===== config.mk =====
export PLATFORM = sky130hd
export DESIGN_NAME = tpo_option_ctrl
export DESIGN_NICKNAME = d
export VERILOG_FILES = /design/src/design/tpo_pkg.sv /design/src/design/tpo_option_ctrl.sv /design/src/design/tpo_prescaler.sv
export SDC_FILE = /design/constraint.sdc
export NUM_CORES = 1
export LEC_CHECK = 0
export BUFFER_PORTS_ARGS = -buffer_cell sky130_fd_sc_hd__buf_4
export CAP_MARGIN = 15
export CELL_PAD_IN_SITES_DETAIL_PLACEMENT = 0
export CELL_PAD_IN_SITES_GLOBAL_PLACEMENT = 2
export CORE_MARGIN = 8
export CORE_UTILIZATION = 36
export DETAILED_ROUTE_END_ITERATION = 6
export PLACE_DENSITY = 0.94
export SETUP_SLACK_MARGIN = 0.15
export SYNTH_ARGS = -nofsm -noshare
export SYNTH_HDL_FRONTEND = slang
export SYNTH_HIERARCHICAL = 1
export SYNTH_SLANG_ARGS = --single-unit

===== constraint.sdc =====
create_clock -name clk -period 5.76 [get_ports clk]
set_clock_uncertainty 0.2 [all_clocks]
set_input_delay 0.288 -clock clk [delete_from_list [all_inputs] [get_ports clk]]
set_output_delay 0.288 -clock clk [all_outputs]
set_load 0.03 [all_outputs]

===== src/design/tpo_pkg.sv =====
// package: register map, field layout and codes for timing option control
package tpo_pkg;
  localparam logic [7:0] TPO_OPT_ADDR = 8'h81;
  localparam logic [7:0] TPO_OPT_RESET = 8'hFF;
  localparam int TPO_PULLUP_DIS_BIT = 7;
  localparam int TPO_IRQ_EDGE_BIT = 6;
  localparam int TPO_CLK_SRC_BIT = 5;
  localparam int TPO_SRC_EDGE_BIT = 4;
  localparam int TPO_OWNER_BIT = 3;
  localparam int TPO_RATE_LSB = 0;
  localparam int TPO_RATE_W = 3;
  localparam int TPO_PRE_W = 8;

  // decoded option fields as seen by timer, watchdog, port and irq logic
  typedef struct packed {
    logic pullup_disable;
    logic ext_irq_edge_select;
    logic timer_clock_source;
    logic timer_source_edge;
    logic prescaler_owner_select;
    logic [2:0] prescale_rate_code;
  } tpo_opt_s;

  // data-space access from the core
  typedef struct packed {
    logic [7:0] addr;
    logic wr;
    logic rd;
    logic [7:0] wdata;
  } tpo_bus_s;
endpackage


===== src/design/tpo_option_ctrl.sv =====
// timing option control register and shared prescaler routing
`timescale 1ns/1ps
// ==========================================================
// Contract
// - read/write 8-bit register at address 81h
// - bit 7 set disables all port pull-ups
// - bit 6 picks irq edge, 1 rising
// - bit 5 picks timer clock, 1 pin
// - bit 4 set counts falling pin edges
// - bit 3 set gives prescaler to watchdog
// - timer ratio is two to code+1
// - watchdog ratio is two to code
// - one prescaler serves only selected owner
// - prescaler count never software visible
module tpo_option_ctrl (
  input wire logic clk,
  input wire logic rst,
  input wire tpo_pkg::tpo_bus_s bus,
  output logic [7:0] rdata,
  output tpo_pkg::tpo_opt_s opt,
  input wire logic [7:0] port_latch,
  output logic [7:0] pullup_en,
  input wire logic ext_irq_pin,
  output logic ext_irq_edge,
  input wire logic timer_ext_clock_pin,
  input wire logic instr_cycle_clock,
  input wire logic watchdog_tick,
  output logic timer_inc,
  output logic watchdog_inc
);
  import tpo_pkg::*;

  // ==========================================================
  // register
  logic [7:0] opt_r;
  logic [7:0] opt_nxt;
  logic [7:0] rdata_r;
  logic [7:0] rdata_nxt;
  logic sel;

  always_comb begin
    sel = (bus.addr == TPO_OPT_ADDR);
    opt_nxt = opt_r;
    rdata_nxt = 8'h00;
    if (sel && bus.wr) begin
      opt_nxt = bus.wdata;
    end
    // only the option byte is readable
    if (sel && bus.rd) begin
      rdata_nxt = opt_r;
    end
  end

  always_ff @(posedge clk or posedge rst) begin
    if (rst) begin
      opt_r <= TPO_OPT_RESET;
      rdata_r <= 8'h00;
    end else begin
      opt_r <= opt_nxt;
      rdata_r <= rdata_nxt;
    end
  end

  assign rdata = rdata_r;
  assign opt = tpo_opt_s'(opt_r);

  // ==========================================================
  // pin synchronisers and edge detect
  logic [2:0] irq_s_r;
  logic [2:0] tck_s_r;
  logic [2:0] irq_s_nxt;
  logic [2:0] tck_s_nxt;
  logic irq_edge_nxt;
  logic irq_edge_r;
  logic [7:0] pu_nxt;
  logic [7:0] pu_r;
  logic src_tick;
  logic pre_out;
  logic t_nxt;
  logic w_nxt;
  logic t_r;
  logic w_r;

  always_comb begin
    irq_s_nxt = {irq_s_r[1:0], ext_irq_pin};
    tck_s_nxt = {tck_s_r[1:0], timer_ext_clock_pin};
    // edge chosen by bit 6 on synchronised samples
    if (opt_r[TPO_IRQ_EDGE_BIT]) begin
      irq_edge_nxt = irq_s_r[1] & ~irq_s_r[2];
    end else begin
      irq_edge_nxt = ~irq_s_r[1] & irq_s_r[2];
    end
    // pull-up enables gated by bit 7
    pu_nxt = opt_r[TPO_PULLUP_DIS_BIT] ? 8'h00 : port_latch;
  end

  always_ff @(posedge clk or posedge rst) begin
    if (rst) begin
      irq_s_r <= 3'h0;
      tck_s_r <= 3'h0;
      irq_edge_r <= 1'b0;
      pu_r <= 8'h00;
    end else begin
      irq_s_r <= irq_s_nxt;
      tck_s_r <= tck_s_nxt;
      irq_edge_r <= irq_edge_nxt;
      pu_r <= pu_nxt;
    end
  end

  assign ext_irq_edge = irq_edge_r;
  assign pullup_en = pu_r;

  // ==========================================================
  // timer source and prescaler routing
  logic timer_src;
  logic wdt_own;

  always_comb begin
    wdt_own = opt_r[TPO_OWNER_BIT];
    // pin edge select, 1 counts falling
    if (opt_r[TPO_CLK_SRC_BIT]) begin
      timer_src = opt_r[TPO_SRC_EDGE_BIT] ?
        (~tck_s_r[1] & tck_s_r[2]) : (tck_s_r[1] & ~tck_s_r[2]);
    end else begin
      timer_src = instr_cycle_clock;
    end
    // prescaler fed only by its owner
    src_tick = wdt_own ? watchdog_tick : timer_src;
    t_nxt = wdt_own ? timer_src : pre_out;
    w_nxt = wdt_own ? pre_out : watchdog_tick;
  end

  tpo_prescaler #(
    .W(TPO_PRE_W)
  ) u_pre (
    .clk(clk),
    .rst(rst),
    .tick(src_tick),
    .rate_code(opt_r[TPO_RATE_LSB +: TPO_RATE_W]),
    .wdt_owner(wdt_own),
    .out_pulse(pre_out)
  );

  always_ff @(posedge clk or posedge rst) begin
    if (rst) begin
      t_r <= 1'b0;
      w_r <= 1'b0;
    end else begin
      t_r <= t_nxt;
      w_r <= w_nxt;
    end
  end

  assign timer_inc = t_r;
  assign watchdog_inc = w_r;

  // ==========================================================
  // checks
  opt_write_a: assert property (
    @(posedge clk) disable iff (rst)
    (bus.wr && bus.addr == TPO_OPT_ADDR) |=> (opt_r == $past(bus.wdata)))
    else $error("option write not stored");
  opt_read_a: assert property (
    @(posedge clk) disable iff (rst)
    (bus.rd && bus.addr == TPO_OPT_ADDR && !bus.wr) |=> (rdata == opt_r))
    else $error("option read wrong");
  pullup_gate_a: assert property (
    @(posedge clk) disable iff (rst)
    $past(opt_r[7]) |-> (pullup_en == 8'h00))
    else $error("pull-ups not disabled");
  irq_rise_a: assert property (
    @(posedge clk) disable iff (rst)
    (opt_r[6] && $past(opt_r[6]) && irq_s_r[2] && !irq_s_r[1])
      |=> !ext_irq_edge)
    else $error("falling edge raised irq in rising mode");
  int_src_a: assert property (
    @(posedge clk) disable iff (rst)
    (!opt_r[5] && opt_r[3] && instr_cycle_clock) |=> timer_inc)
    else $error("internal clock not routed");
  wdt_pass_a: assert property (
    @(posedge clk) disable iff (rst)
    (!opt_r[3] && watchdog_tick) |=> watchdog_inc)
    else $error("watchdog tick lost while timer owns prescaler");
  no_read_other_a: assert property (
    @(posedge clk) disable iff (rst)
    (bus.addr != TPO_OPT_ADDR) |=> (rdata == 8'h00))
    else $error("unmapped read returned data");
  reset_ones_a: assert property (
    @(posedge clk) $fell(rst) |-> (opt_r == 8'hFF || $past(bus.wr)))
    else $error("option not all ones after reset");
endmodule


===== src/design/tpo_prescaler.sv =====
// shared prescaler: divides one selected source by the chosen ratio
`timescale 1ns/1ps
module tpo_prescaler #(
  parameter int W = tpo_pkg::TPO_PRE_W
) (
  input wire logic clk,
  input wire logic rst,
  input wire logic tick,
  input wire logic [2:0] rate_code,
  input wire logic wdt_owner,
  output logic out_pulse
);
  import tpo_pkg::*;

  logic [W-1:0] cnt_r;
  logic [W-1:0] cnt_nxt;
  logic out_r;
  logic out_nxt;
  logic [3:0] shift;
  logic [W-1:0] mask;

  // ratio 2^code for watchdog, 2^(code+1) for timer
  always_comb begin
    shift = {1'b0, rate_code} + {3'h0, ~wdt_owner};
    mask = W'((9'h001 << shift) - 9'h001);
    cnt_nxt = cnt_r;
    out_nxt = 1'b0;
    if (tick) begin
      if ((cnt_r & mask) == mask) begin
        cnt_nxt = '0;
        out_nxt = 1'b1;
      end else begin
        cnt_nxt = cnt_r + W'(1);
      end
    end
  end

  always_ff @(posedge clk or posedge rst) begin
    if (rst) begin
      cnt_r <= '0;
      out_r <= 1'b0;
    end else begin
      cnt_r <= cnt_nxt;
      out_r <= out_nxt;
    end
  end

  assign out_pulse = out_r;
endmodule


==> reports/metrics.cfg <==
[critical_path]
slowest_stage=nor4_2
cp.required_ps=5690
worst_path_most_repeated_cell=ha_1
cp-start-kind=register
critPathCaptureType=register
r2r-end=u_pre/cnt_r[4]$_DFFE_PP0P_
path_cells=ha_1, inv_1, nor3_2, nor2_1, ha_1, nand2_1, o221ai_1, nor4_2, a31oi_1
path_buf_inv=1
path_delay_family=simple AND/OR/NAND/NOR gates
critPathLaunch=opt[1]$_DFFE_PP1P_
path_class=register to register
crit_path_max_incr_delay_ps=780
reg2reg_depth=9
r2r_start=opt[1]$_DFFE_PP1P_
reg2reg_slack_ps=2020
crit_fanout=18
cp.arrival_ps=3670

[timing]
final-setup-viol-count=0
min_period_ps=3740
tightest_slew_ps=835
fmax_mhz=268
drv_slew=0
fin_crit_sh=0.649
hold_viol=0
slew_headroom=0.439
fin_tns_setup_ps=0
rsz0062_at_grt=false

[layout]
layout-drive-gt1-share=0.385
fillers=527
diodes=0
final_cell_mix=buf_4 (59), dfrtp_1 (34), inv_1 (12)
mostFrequentLayoutCell=buf_4
nets=288
area_growth_pct=30.8

[logic_synthesis]
yosys.cell_types.count=50
synth-main-ff-cell=dfrtp_1
synth_compound_gate_area_share=0.138
avgSynthCellArea_um2=11.8
synth_area_leaders=dfrtp_1 (39%), dfstp_2 (9.7%), mux2_2 (4.7%), xnor2_1 (3.2%), and2_1 (2.9%)
syn_area_mm2=0.00216
synth_fa_ha_area_frac=0.0289
synth_top_family_by_area=simple AND/OR/NAND/NOR gates
synth_simple_gate_area_frac=0.197
synth_xor_area_frac=0.0480
syn_inst=183
synth_nets=220
yosysTopAreaCellShare=0.393
ys_seq_area_frac=0.490
async_reset_ff_frac=1.00
yosysWarnings=6
ys_ff_latch=42
synth_edf_count=0
muxShareOfSynthArea=0.0515
synth_top_area_cell=dfrtp_1

[grt]
grt_pass1_vias=1646
grtUsageTotal=0.118
grt_pass1_wl_mm=8.11
grt_max_degree=34
overflow=0
antenna_found_initial=0

[detailed_routing]
vias=1576
drc=0
ant_nets=0
wire_per_inst_um=15.1
routed_wirelength_mm=4.95
viasPerCell=4.82
drt_iter0_drc=56
firstDrtPassIters=4

[min_path]
min_path_type=primary input to register
min-delay-start=port_latch[4]
whs_path_depth=2
hold_path_end=pullup_en[4]$_DFF_PP0_

[power]
p_leak_nw=1.24
p_comb_frac=0.243
p_clk_frac=0.269
p_per_area_mw_per_mm2=255
power.total_w=0.000721
swShare=0.319
p_seq_frac=0.488
p_int_w=0.000491
power.net_switching_w=0.000230
ir_worst_vdd_mv=0.186

[clock_tree]
cts_tree=done
cts_sinks=42
cts_htree_levels=2
cts_inserted_buffers=5
root_buffer=clkbuf_8
clock_latency_ps=290
clk_pin_slew_ps=90
post-cts-setup-buffers=0
cts_buffer_depth=2

[floorplan]
start_util=0.370
die_h_um=93.5
die_w_um=93.5
io_pins=59
dieArea_mm2=0.00875
core_mm2=0.00585
num_rows=28

[run]
cap_violations=0

[placement]
dpl.hpwl_mm=3.65
port_buffers=58
gp_congestion=0.769

[outcome]
status=complete, no violations

==> kinds of logic (layout without fill, tap and decap cells) <==
| kind of cell | count (synthesis) | count (layout) |
|---|---|---|
| AOI/OAI and AO/OA | 33 | 33 |
| and+or+nand+nor | 63 | 63 |
| xor gates and xnor gates | 11 | 11 |
| muxes | 10 | 10 |
| adders and majority gates | 5 | 5 |
| buffers and inverters | 19 | 88 |
| DFF | 42 | 42 |
==> repair_timing <==
action | in CTS | in global routing
hold buffers | 9 | 0
gates resized for setup | 0 | 0
endpoints found under the hold margin | 42 | 0
==> routing by layer <==
| layer | vias to the layer above | wire, um | global-route usage |
|---|---|---|---|
| met4 | 0 | 98 | 0.0497 |
| met1 | 749 | 2200 | 0.143 |
| met3 | 7 | 201 | 0.0296 |
| met2 | 30 | 2460 | 0.194 |
| li1 | 790 | - | - |
| met5 | - | 0 | 0 |
==> worst reg2reg max path, cell delays in order, from the launching register on <==
cell and delay, ps:
dfstp_2 720, ha_1 610, inv_1 240, nor3_2 230, nor2_1 70, ha_1 300
nand2_1 100, o221ai_1 120, nor4_2 780, a31oi_1 190
==> power groups by stage <==
stage	clock network (W)	logic [W]	registers (W)
2_1_floorplan	0	0.000107	0.000363
3_3_place_gp	0	0.000168	0.000357
3_5_place_dp	0	0.000171	0.000357
4_1_cts	0.000205	0.000177	0.000351
5_1_grt	0.000215	0.000193	0.000357
6_report	0.000194	0.000175	0.000352
==> per-stage QoR <==
| step | util | cell area, um2 | setup slack, ps | instances | hold WS, ps |
|---|---|---|---|---|---|
| 2_1_floorplan | - | 2160 | 2520 | 183 | -84.1 |
| 3_3_place_gp | 0.452 | 2650 | 2240 | 310 | 80.2 |
| 3_5_place_dp | 0.452 | 2650 | 2080 | 310 | 96.8 |
| 4_1_cts | 0.484 | 2830 | 2050 | 327 | 5.88 |
| 5_1_grt | 0.484 | 2830 | 1740 | 327 | 3.66 |
| 6_report | 0.484 | 2830 | 2020 | 327 | 17.7 |
==> final cells by class <==
class,count,area (um2),share of cell area
clock buffer,5,68.8,0.0243
clock inverter,3,25.0,0.00884
inverter,12,45.0,0.0159
multi-input combinational,122,1000,0.355
sequential,42,1060,0.375
tap,75,93.8,0.0332
timing repair buffer,68,533,0.188
==> synthesized netlist by cell type, types with 2 or more instances <==
library cell,count
a21oi_1,3
nand3_1,6
and2_1,10
o2111ai_1,2
ha_1,5
or3b_1,2
nor2b_1,8
inv_1,12
buf_4,2
nand2b_1,3
a22o_1,2
xnor2_1,8
xor2_1,2
mux2_2,9
o31a_1,3
o21ai_0,3
nor4b_4,2
a31oi_1,9
buf_6,2
o221ai_1,3
nand2_1,8
nor3_1,2
nand4_1,2
dfrtp_1,34
dfstp_2,8
nor2_1,9
==> how the worst max path moves through the flow <==
stage	to	depth (start not counted)
3_5_place_dp	u_pre/cnt_r[4]$_DFFE_PP0P_	9
3_3_place_gp	u_pre/cnt_r[5]$_DFFE_PP0P_	9
2_1_floorplan	u_pre/out_pulse$_DFF_PP0_	11
6_report	u_pre/cnt_r[4]$_DFFE_PP0P_	9
4_1_cts	u_pre/cnt_r[4]$_DFFE_PP0P_	9
5_1_grt	u_pre/cnt_r[4]$_DFFE_PP0P_	9
==> sequential cells by signal (all words and copies together) (netlist names) <==
name / flops
u_pre/out_pulse: 1
ext_irq_edge: 1
opt: 8
irq_s_r: 3
pullup_en: 8
rdata: 8
u_pre/cnt_r: 8
timer_inc: 1
tck_s_r: 3
watchdog_inc: 1
(Power assumes the default switching activity.)
